### config.mk
export PLATFORM = sky130hd
export DESIGN_NAME = see_slave
export DESIGN_NICKNAME = d
export VERILOG_FILES = /design/src/verilog/see_pkg.sv /design/src/verilog/see_slave.sv
export SDC_FILE = /design/constraint.sdc
export NUM_CORES = 2
export LEC_CHECK = 0
export ABC_CLOCK_PERIOD_IN_PS = 3250
export BUFFER_PORTS_ARGS = -buffer_cell sky130_fd_sc_hd__buf_2
export CAP_MARGIN = 20
export CORE_ASPECT_RATIO = 1.5
export CORE_MARGIN = 4
export CORE_UTILIZATION = 55
export CTS_BUF_LIST = sky130_fd_sc_hd__clkbuf_8
export DETAILED_ROUTE_END_ITERATION = 8
export HOLD_SLACK_MARGIN = 0.1
export PLACE_DENSITY_LB_ADDON = 0.05
export SETUP_SLACK_MARGIN = 0.4
export SKIP_LAST_GASP = 1
export SYNTH_ARGS = -nofsm -noshare
export SYNTH_HDL_FRONTEND = slang
export SYNTH_SLANG_ARGS = --single-unit
export TNS_END_PERCENT = 1
### constraint.sdc
create_clock -name ref_clk -period 3.25 [get_ports ref_clk]
set_input_delay 0.1625 -clock ref_clk [delete_from_list [all_inputs] [get_ports ref_clk]]
set_output_delay 0.1625 -clock ref_clk [all_outputs]
set_load 0.005 [all_outputs]
### src/verilog/see_pkg.sv
// shared constants and types of the serial memory slave
package see_pkg;
	localparam int SEE_CLK_NS = 4;
	localparam int SEE_PROG_TIME_US = 10000;
	localparam int SEE_PROG2_TIME_US = 20000;
	localparam int SEE_PROG_CYC = SEE_PROG_TIME_US * 1000 / SEE_CLK_NS;
	localparam int SEE_PROG2_CYC = SEE_PROG2_TIME_US * 1000 / SEE_CLK_NS;
	localparam logic [6:0] SEE_DEV_ID_DFLT = 7'h3B; // arbitrary value
	localparam logic [7:0] SEE_ERASED_BYTE = 8'hFF;
	localparam logic [3:0] SEE_BITS_BYTE = 4'h8;
	localparam logic [3:0] SEE_BITS_ACK = 4'h9;
	localparam int SEE_FIFO_DEPTH = 8;
	localparam int SEE_MEM_BYTES = 256;

	typedef enum logic [2:0] {
		SEE_IDLE,
		SEE_SEL,
		SEE_ADDR,
		SEE_WDATA,
		SEE_ACK,
		SEE_RDATA,
		SEE_RACK,
		SEE_PROG
	} see_state_e;

	typedef struct packed {
		logic [7:0] addr;
		logic [7:0] data;
	} see_wr_s;

	function automatic logic [7:0] see_next_addr(input logic [7:0] a, input logic page);
		see_next_addr = page ? {a[7:3], 3'(a[2:0] + 3'h1)} : 8'(a + 8'h01);
	endfunction : see_next_addr
endpackage : see_pkg

### src/verilog/see_slave.sv
// two-wire serial memory slave with write buffer
// What this block does
// - start is data falling while clock high; idle until one is seen
// - stop is data rising while clock high; ends the exchange
// - stop after a read command returns the device to standby
// - transmitter releases data after eight bits; receiver pulls low on ninth
// - received bits are sampled on serial clock rising edges
// - select byte: seven identifier bits then direction bit, msb first
// - acknowledge select only when identifier matches the fixed code
// - write select followed by byte address, loaded and acknowledged
// - mode high selects multibyte write, low selects page write
// - single byte write works in either mode
// - multibyte write starts anywhere, one to eight bytes, each acknowledged
// - multibyte program time 10 ms, 20 ms when two rows are touched
// - page write wraps only the low three address bits
// - stop after write starts programming; bus ignored until done
// - no acknowledge to select while programming; polling allowed
// - reads ignore mode; address counter increments per byte read
// - current address read outputs counter byte then increments
// - random read: dummy write loads address, repeated start, read
// - unwritten memory reads all ones
// - stop after write commits the latched bytes
// - sequential read continues while acknowledged; counter wraps to zero
// - master not acknowledging ends the read, device goes standby
`timescale 1ns/1ns
`default_nettype none

module see_fifo #(
	parameter int W = 16,
	parameter int D = 8
) (
	input wire logic ref_clk,
	input wire logic reset,
	input wire logic in_valid,
	output logic in_ready,
	input wire logic [W-1:0] in_data,
	output logic out_valid,
	input wire logic out_ready,
	output logic [W-1:0] out_data
);
	localparam int AW = $clog2(D);
	localparam logic [AW:0] FULL = (AW + 1)'(D);
	localparam logic [AW-1:0] LAST = AW'(D - 1);

	typedef struct packed {
		logic [D-1:0][W-1:0] mem;
		logic [AW-1:0] wp;
		logic [AW-1:0] rp;
		logic [AW:0] cnt;
	} see_fifo_s;

	see_fifo_s s_ff;
	see_fifo_s nxt_s;
	logic push;
	logic pop;

	assign in_ready = s_ff.cnt != FULL;
	assign out_valid = s_ff.cnt != '0;
	assign out_data = s_ff.mem[s_ff.rp];
	assign push = in_valid & in_ready;
	assign pop = out_valid & out_ready;

	always_comb begin
		nxt_s = s_ff;
		if (push) begin
			nxt_s.mem[s_ff.wp] = in_data;
			nxt_s.wp = (s_ff.wp == LAST) ? '0 : AW'(s_ff.wp + 1'b1);
		end
		if (pop) begin
			nxt_s.rp = (s_ff.rp == LAST) ? '0 : AW'(s_ff.rp + 1'b1);
		end
		nxt_s.cnt = (AW + 1)'(s_ff.cnt + {AW'(0), push} - {AW'(0), pop});
	end

	always_ff @(posedge ref_clk) begin
		if (reset) begin
			s_ff <= '0;
		end else begin
			s_ff <= nxt_s;
		end
	end
endmodule : see_fifo

module see_slave
	import see_pkg::*;
#(
	parameter int PROG_CYC = see_pkg::SEE_PROG_CYC,
	parameter int PROG2_CYC = see_pkg::SEE_PROG2_CYC,
	parameter logic [6:0] DEV_ID = see_pkg::SEE_DEV_ID_DFLT
) (
	input wire logic ref_clk,
	input wire logic reset,
	input wire logic scl_in,
	input wire logic sda_in,
	output logic sda_out,
	output logic sda_oe_n,
	input wire logic mode_in,
	output logic busy
);
	import see_pkg::*;

	typedef struct packed {
		logic [2:0] scl_s;
		logic [2:0] sda_s;
		logic [1:0] mode_s;
		see_state_e st;
		see_state_e after;
		logic [3:0] bits;
		logic [7:0] sh;
		logic drv;
		logic mack;
		logic [7:0] addr;
		logic [7:0] first;
		logic wr_any;
		logic multi;
		logic span;
		logic [31:0] tmr;
		logic [SEE_MEM_BYTES-1:0][7:0] mem;
	} see_slave_s;

	see_slave_s s_ff;
	see_slave_s nxt_s;
	logic scl;
	logic sda;
	logic rise;
	logic fall;
	logic start;
	logic stop;
	logic push;
	logic push_rdy;
	logic pop_v;
	logic pop_rdy;
	see_wr_s push_d;
	see_wr_s pop_d;

	// stage [0] feeds stage [1] only; [2] is the previous sampled level
	assign scl = s_ff.scl_s[1];
	assign sda = s_ff.sda_s[1];
	assign rise = scl & ~s_ff.scl_s[2];
	assign fall = ~scl & s_ff.scl_s[2];
	assign start = scl & s_ff.scl_s[2] & s_ff.sda_s[2] & ~sda;
	assign stop = scl & s_ff.scl_s[2] & ~s_ff.sda_s[2] & sda;
	assign pop_rdy = s_ff.st == SEE_PROG;
	assign push_d = '{addr: s_ff.addr, data: s_ff.sh};
	assign sda_out = 1'b0;
	assign sda_oe_n = ~s_ff.drv;
	assign busy = s_ff.st == SEE_PROG;

	see_fifo #(
		.W($bits(see_wr_s)),
		.D(SEE_FIFO_DEPTH)
	) u_buf (
		.ref_clk(ref_clk),
		.reset(reset),
		.in_valid(push),
		.in_ready(push_rdy),
		.in_data(push_d),
		.out_valid(pop_v),
		.out_ready(pop_rdy),
		.out_data(pop_d)
	);

	always_comb begin
		nxt_s = s_ff;
		push = 1'b0;
		nxt_s.scl_s = {s_ff.scl_s[1:0], scl_in};
		nxt_s.sda_s = {s_ff.sda_s[1:0], sda_in};
		nxt_s.mode_s = {s_ff.mode_s[0], mode_in};
		if (s_ff.st == SEE_PROG) begin
			// bus ignored; commit buffered bytes then wait out the cycle
			if (pop_v) begin
				nxt_s.mem[pop_d.addr] = pop_d.data;
			end
			if (s_ff.tmr != '0) begin
				nxt_s.tmr = s_ff.tmr - 32'h1;
			end else if (!pop_v) begin
				nxt_s.st = SEE_IDLE;
			end
		end else if (start) begin
			nxt_s.st = SEE_SEL;
			nxt_s.bits = '0;
			nxt_s.drv = 1'b0;
			nxt_s.wr_any = 1'b0;
		end else if (stop) begin
			nxt_s.drv = 1'b0;
			nxt_s.bits = '0;
			if (s_ff.wr_any) begin
				nxt_s.st = SEE_PROG;
				nxt_s.wr_any = 1'b0;
				nxt_s.tmr = s_ff.span ? 32'(PROG2_CYC - 1) : 32'(PROG_CYC - 1);
			end else begin
				nxt_s.st = SEE_IDLE;
			end
		end else if (s_ff.st != SEE_IDLE && rise) begin
			if (s_ff.st == SEE_RACK) begin
				nxt_s.mack = ~sda;
			end else if (s_ff.bits < SEE_BITS_BYTE) begin
				if (s_ff.st != SEE_RDATA) begin
					nxt_s.sh = {s_ff.sh[6:0], sda};
				end
				nxt_s.bits = 4'(s_ff.bits + 4'h1);
			end
		end else if (s_ff.st != SEE_IDLE && fall) begin
			unique case (s_ff.st)
				SEE_SEL: begin
					if (s_ff.bits == SEE_BITS_BYTE) begin
						nxt_s.bits = SEE_BITS_ACK;
						if (s_ff.sh[7:1] == DEV_ID) begin
							nxt_s.drv = 1'b1;
							nxt_s.st = SEE_ACK;
							nxt_s.after = s_ff.sh[0] ? SEE_RDATA : SEE_ADDR;
						end else begin
							nxt_s.st = SEE_IDLE;
						end
					end
				end
				SEE_ADDR: begin
					if (s_ff.bits == SEE_BITS_BYTE) begin
						nxt_s.bits = SEE_BITS_ACK;
						nxt_s.addr = s_ff.sh;
						nxt_s.drv = 1'b1;
						nxt_s.st = SEE_ACK;
						nxt_s.after = SEE_WDATA;
					end
				end
				SEE_WDATA: begin
					if (s_ff.bits == SEE_BITS_BYTE) begin
						nxt_s.bits = SEE_BITS_ACK;
						if (push_rdy) begin
							push = 1'b1;
							nxt_s.drv = 1'b1;
							nxt_s.st = SEE_ACK;
							nxt_s.after = SEE_WDATA;
							nxt_s.wr_any = 1'b1;
							nxt_s.addr = see_next_addr(s_ff.addr, ~s_ff.mode_s[1]);
							if (!s_ff.wr_any) begin
								nxt_s.first = s_ff.addr;
								nxt_s.multi = s_ff.mode_s[1];
								nxt_s.span = 1'b0;
							end else if (s_ff.multi && s_ff.addr[7:2] != s_ff.first[7:2]) begin
								nxt_s.span = 1'b1;
							end
						end else begin
							nxt_s.st = SEE_IDLE;
						end
					end
				end
				SEE_ACK: begin
					nxt_s.drv = 1'b0;
					nxt_s.bits = '0;
					nxt_s.st = s_ff.after;
					if (s_ff.after == SEE_RDATA) begin
						nxt_s.sh = s_ff.mem[s_ff.addr];
						nxt_s.drv = ~s_ff.mem[s_ff.addr][7];
						nxt_s.addr = see_next_addr(s_ff.addr, 1'b0);
					end
				end
				SEE_RDATA: begin
					if (s_ff.bits == SEE_BITS_BYTE) begin
						nxt_s.drv = 1'b0;
						nxt_s.st = SEE_RACK;
					end else begin
						nxt_s.sh = {s_ff.sh[6:0], 1'b0};
						nxt_s.drv = ~s_ff.sh[6];
					end
				end
				SEE_RACK: begin
					nxt_s.bits = '0;
					if (s_ff.mack) begin
						nxt_s.st = SEE_RDATA;
						nxt_s.sh = s_ff.mem[s_ff.addr];
						nxt_s.drv = ~s_ff.mem[s_ff.addr][7];
						nxt_s.addr = see_next_addr(s_ff.addr, 1'b0);
					end else begin
						nxt_s.st = SEE_IDLE;
					end
				end
				default: begin
					nxt_s.st = SEE_IDLE;
				end
			endcase
		end
	end

	always_ff @(posedge ref_clk) begin
		if (reset) begin
			s_ff <= '0;
			s_ff.scl_s <= 3'h7;
			s_ff.sda_s <= 3'h7;
			s_ff.mode_s <= 2'h3;
			s_ff.mem <= {SEE_MEM_BYTES{SEE_ERASED_BYTE}};
		end else begin
			s_ff <= nxt_s;
		end
	end
endmodule : see_slave

`default_nettype wire

# Word level (Yosys, flattened, before mapping)
# Index checks and enable logic that the tools add are counted.
dict set report classes {
  div 0
  n_shift 0
  n_mux 83
  reduce_logical 36
  eq_ne 50
  mul 0
  addsub 8
  order_cmp 7
  bitwise 21
}
# cell n
set op_table {}
lappend op_table {{$bwmux W2048} 1}
lappend op_table {{$mux W32} 5}
lappend op_table {{$bwmux W128} 1}
lappend op_table {{$mux W8} 9}
lappend op_table {{$bmux W8 S8} 1}
lappend op_table {{$demux W8 S8} 1}
lappend op_table {{$mux W19} 3}
lappend op_table {{$mux W3} 18}
lappend op_table {{$bmux W16 S3} 1}
lappend op_table {{$demux W16 S3} 1}
lappend op_table {{$mux W12} 3}
lappend op_table {{$reduce_and A11 Y1} 3}
lappend op_table {{$mux W16} 2}
lappend op_table {{$pmux W8 S4} 1}
lappend op_table {{$reduce_bool A32 Y1} 1}
lappend op_table {{$sub A32 B1 Y32 const B} 1}
lappend op_table {{$mux W10} 3}
lappend op_table {{$ne A4 B4 Y1 const B} 7}
lappend op_table {{$pmux W8 S3} 1}
lappend op_table {{$mux W23} 1}
lappend op_table {{$mux W1} 22}
lappend op_table {{$ne A2 B2 Y1 const B} 11}
lappend op_table {{$eq A3 B3 Y1 const B} 7}
lappend op_table {{$ne A5 B4 Y1 const B} 4}
lappend op_table {{other kinds (43)} 97}
dict set report totals {
  latchBits 0
  memories 0
  word_cells 488
  ramBits 0
  output_inout_bits 3
  regBits 2265
  mem_bits_ro 0
}

# Longest topological paths before layout
dict set report depth {
  depth_word 12
  mapped_depth 14
  mapped_depth_nobuf 11
}

# By module
# From an unflattened synthesis, not the netlist that was laid out.
dict set report hier_totals {
  cells_unflattened 10271
  area_unflattened_um2 100298.7
}
# mod seq_area_each_um2 instances area_each_um2 cells_per_inst
set by_module_without_submodules {}
lappend by_module_without_submodules {see_slave 42540.8 1 93409.6 9688}
lappend by_module_without_submodules {see_fifo 2762.6 1 6889.1 583}

# Least setup slack after synthesis
# OpenSTA, ideal clock, no wires.
dict set report synth_path {
  path_kind {reg-to-reg}
  from {reg u_buf.s_ff[4] (netlist bit)}
  to {reg s_ff[1261] (netlist bit)}
  stages_incl_launch_ff 11
  arrival_ps 2797
  setup_ps 120
  n_path_buf 6
  period_less_slack_ps 2917
  path_slack_ps 333
  cell_sequence {dfxtp_1 > buf_2 > buf_6 > buf_6 > buf_2 > mux4_2 > mux2i_1 > clkbuf_1 > buf_1 > nor2_1 > a211o_1}
}
dict set report synth_via {
  elab_chain_len 7
  word_cells_on_any_way 8
  classes_between {order compare: 2; mux: 5; reduce/logical: 1}
}
# item line
set synth_lines {}
lappend synth_lines {{start, declared} see_slave.sv:52} ;# see_fifo_s s_ff;
lappend synth_lines {{start signal, assigned} see_slave.sv:79} ;# s_ff <= nxt_s;
lappend synth_lines {{$bmux W16 S3 *} see_slave.sv:59} ;# assign out_data = s_ff.mem[s_ff.rp];
lappend synth_lines {{$mux W16 (implied by the code) *} see_slave.sv:59}
lappend synth_lines {{$lt A8 B9 Y1 (implied by the code) / $ge A8 B1 Y1 (equally long branches)} see_slave.sv:172} ;# nxt_s.mem[pop_d.addr] = pop_d.data;
lappend synth_lines {{$logic_and A1 B1 Y1 (implied by the code)} see_slave.sv:172}
lappend synth_lines {{$mux W8 (implied by the code)} see_slave.sv:172}
lappend synth_lines {{$demux W8 S8} see_slave.sv:172}
lappend synth_lines {{$bwmux W2048 *} see_slave.sv:172}
lappend synth_lines {{end signal, assigned} see_slave.sv:293} ;# s_ff <= nxt_s;
lappend synth_lines {{end, declared} see_slave.sv:121} ;# see_slave_s s_ff;
# Mark *: on every way between the ends. The rest lies on a longest branch, timed or not. The select of a mux whose other input is x is not followed.
# A chain may end at the register's enable or synchronous reset.

# Worst setup path in the final report
dict set report layout_path {
  from {reg s_ff (netlist bit push_d[9])}
  to {reg s_ff[2100] (netlist bit)}
}
dict set report layout_via {
  elab_chain_len 9
  word_cells_on_any_way 10
  classes_between {mux: 9; bitwise: 1}
}
# item line
set layout_lines {}
lappend layout_lines {{$bmux W8 S8 *} {see_slave.sv:254, see_slave.sv:272}}
lappend layout_lines {{$mux W8 (implied by the code) *} {see_slave.sv:254, see_slave.sv:272}}
lappend layout_lines {{$not A1 Y1 *} {see_slave.sv:254, see_slave.sv:272}}
lappend layout_lines {{$mux W9 (on tied branches)} {see_slave.sv:269, see_slave.sv:252}}
lappend layout_lines {{$pmux W1 S6 *} see_slave.sv:204} ;# unique case (s_ff.st)
lappend layout_lines {{$mux W19 *} see_slave.sv:203} ;# end else if (s_ff.st != SEE_IDLE && fall) begin
lappend layout_lines {{$mux W1 *} see_slave.sv:194} ;# end else if (s_ff.st != SEE_IDLE && rise) begin
lappend layout_lines {{$mux W1 *} see_slave.sv:184} ;# end else if (stop) begin
lappend layout_lines {{$mux W1 *} see_slave.sv:179} ;# end else if (start) begin
# Marked as above.

==> impl_metrics.py <==
metrics = {
    "yosys": {
        "synth_top_area_cell": "dfxtp_1",
        "yosysMostFrequentCell": "nor2_1",
        "synth.distinct_cells": 84,
        "async_reset_ff_share_pct": 0,
        "avgSynthCellArea_um2": 9.97,
        "synth_common_cells": "2283 x nor2_1, 2263 x dfxtp_1, 2053 x a211o_1, 612 x clkbuf_1, 429 x mux4_2",
        "ys_seq_elements": 2263,
        "netlist_area_um2": 98300,
        "synth_top_area_share_pct": 46.1,
        "synth.net_count": 9880,
        "yosysWarnings": 0,
        "netlist_instances": 9860,
        "ys_top_cells_by_area": "dfxtp_1 46%, a211o_1 18%, mux4_2 9.8%",
        "ys_seq_area_share_pct": 46.1,
        "synth_edf_count": 0,
        "synth_ff_type": "dfxtp_1",
    },
    "critical_path": {
        "crit_fanout": 16,
        "cp.required_ns": 4.08,
        "worstSetupPathType": "reg2reg",
        "start_kind": "register",
        "end_kind": "register",
        "cp.arrival_ns": 4.00,
        "reg2reg_depth": 11,
    },
    "placed_design": {
        "gp_congestion": 0.921,
        "place_area_um2": 105000,
        "port_buffers": 6,
        "hpwl_um": 205000,
        "place_ws_ns": -1.11,
    },
    "cts": {
        "clk_latency_ns": 0.98,
        "path_clk_slew_ns": 0.07,
        "clockRootBuffer": "clkbuf_8",
        "htreeDepth": 5,
        "numCtsBuffers": 346,
        "clock_sinks": 2263,
        "clockBufferDepth": 4,
        "cts_tree": "built",
    },
    "grt": {
        "grtUsageTotal_pct": 33.1,
        "grt_max_degree": 194,
        "first_global_vias": 76646,
        "antenna_found_initial": 12,
        "grt-ovfl-total": 0,
        "grt_pass1_wl_um": 478000,
    },
    "sta": {
        "final.setup.tns_ns": 0,
        "worst_pin_slew_ns": 0.938,
        "finalHoldViolCount": 0,
        "hold-worst-slack_ns": 0.413,
        "fmax_mhz": 315,
        "setup_slack_ns": 0.0750,
        "slew_violations": 0,
        "finalCritPeriodShare_pct": 97.7,
        "setup_viol": 0,
        "skew_ns": 0.0551,
        "max_slew_margin_pct": 37.1,
        "final.min_clock_period_ns": 3.18,
        "rsz0062_at_grt": "yes",
    },
    "die": {
        "fp-row-count": 189,
        "die_x_um": 353,
        "die_h_um": 526,
        "core_area_um2": 177000,
        "initial_utilization_pct": 55.4,
        "ios": 8,
        "die-area_um2": 186000,
    },
    "final_layout": {
        "final_util_pct": 64.9,
        "nets": 9998,
        "multi_input_area_um2": 49400,
        "area_growth_pct": 17.0,
        "regArea_um2": 45300,
        "drive_gt1_share_pct": 19.7,
        "nFillCells": 14096,
        "final_area_um2": 115000,
    },
    "route": {
        "vias": 80832,
        "routedWlPerCell_um": 25.7,
        "routed_wl_um": 321000,
        "drtAntennaViolNets": 0,
        "viasPerCell": 6.46,
        "firstDrtPassIters": 9,
        "drc": 7,
        "drtIter0Drc": 7841,
    },
    "status": {
        "status": "finished, violations left",
        "violations": "design-rule violations",
    },
    "power_and_ir_drop": {
        "irDropWorstVdd_uv": 516,
        "power_per_cell_area_nw_per_um2": 454,
        "p_leak_nw": 36.8,
    },
    "job": {
        "max_cap_viol_count": 0,
    },
    "hold_path": {
        "hold_class": "reg2reg",
        "hold_depth": 1,
    },
}
## flip-flops by register name (all words and copies together) (netlist names)
signal	flops
s_ff	2104
u_buf.s_ff	138
push_d	16
nxt_s	5
## path summary, 6_finish.rpt
check             slack (ns)        start           to
setup / recovery        0.07    push_d[9]   s_ff[2100]
hold / removal          0.41  nxt_s[2125]  nxt_s[2126]
setup reg to reg        0.07    push_d[9]   s_ff[2100]
hold reg to reg         0.41  nxt_s[2125]  nxt_s[2126]
## stage by stage
step | cells | power [mW]
after floorplan | 9860 | 28.8
after global placement | 11803 | 29.0
after detailed placement | 11804 | 29.0
after CTS | 12476 | 52.7
after global routing | 12516 | 53.9
final | 12518 | 52.3
## cells in the final DEF, fill, tap and decap left out, types with 15 or more instances in the layout
cell / count
a21oi_1: 175
dfxtp_1: 2252
o21ai_0: 71
mux4_2: 429
a31oi_1: 17
inv_1: 133
nand2_1: 345
nor3_1: 52
mux2_2: 49
o221ai_1: 83
clkbuf_8: 451
buf_6: 17
buf_4: 477
clkinv_2: 17
nor2b_1: 26
o22ai_1: 67
a22oi_1: 36
o211ai_1: 15
nand3_1: 31
buf_12: 265
mux2i_1: 332
a211oi_1: 29
xnor2_1: 15
nand2b_1: 18
nand2_2: 38
xor2_1: 15
o221ai_2: 15
or2_2: 19
nor4_1: 16
nor2_4: 23
buf_16: 22
nor2_1: 2276
a211o_1: 2053
## layer usage
metal	wire length (um)	global-route usage [%]	vias to the layer above
li1	-	-	36488
met1	124000	40.1	40346
met2	154000	55.5	3165
met3	22200	5.47	821
met4	21300	19.6	12
met5	82	0	-
## worst max-delay path, cell delays in order, from the launching register on
cell      delay (ns)
dfxtp_4         0.55
nand2_4         0.16
buf_12          0.21
buf_4           0.18
o221ai_2        0.28
a211oi_1        0.18
nor4_4          0.50
buf_4           0.22
nor3b_4         0.19
nand4_1         0.14
buf_6           0.18
a21bo_1         0.18
## cell families after synthesis
group	after synthesis	synth area share [%]
compound gates	2683	22.6
mux	831	14.0
xor+xnor	30	0.267
buf+inv	1081	4.72
fa+ha+maj	15	0.199
simple gates	2956	12.2
flops	2263	46.1
other cells	1	0.00381
## report_power, final
group	total, mW	switching [mW]	leakage (nW)	internal [mW]
Combinational	0.635	0.515	14.5	0.120
Clock	23.9	11.2	3.95	12.7
Sequential	27.7	0.00640	18.3	27.7
## timing repair
item / in CTS / in global routing
hold endpoints to repair: 300 / 0
gates cloned: 16 / 5
hold buffers: 9 / 0
pin swaps: 22 / 29
setup endpoints to repair: 2045 / 2067
buffers inserted: 57 / 31
resized for setup: 127 / 95
## cell type report
class	instances	share of cell area (%)
Timing Repair Buffer	820	9.07
Clock inverter	139	0.612
Sequential cell	2263	39.4
Inverter	31	0.108
Antenna cell	6	0.0130
Clock buffer	451	5.39
Tap cell	2292	2.49
Multi-Input combinational cell	6516	42.9
(Power assumes the default switching activity.)
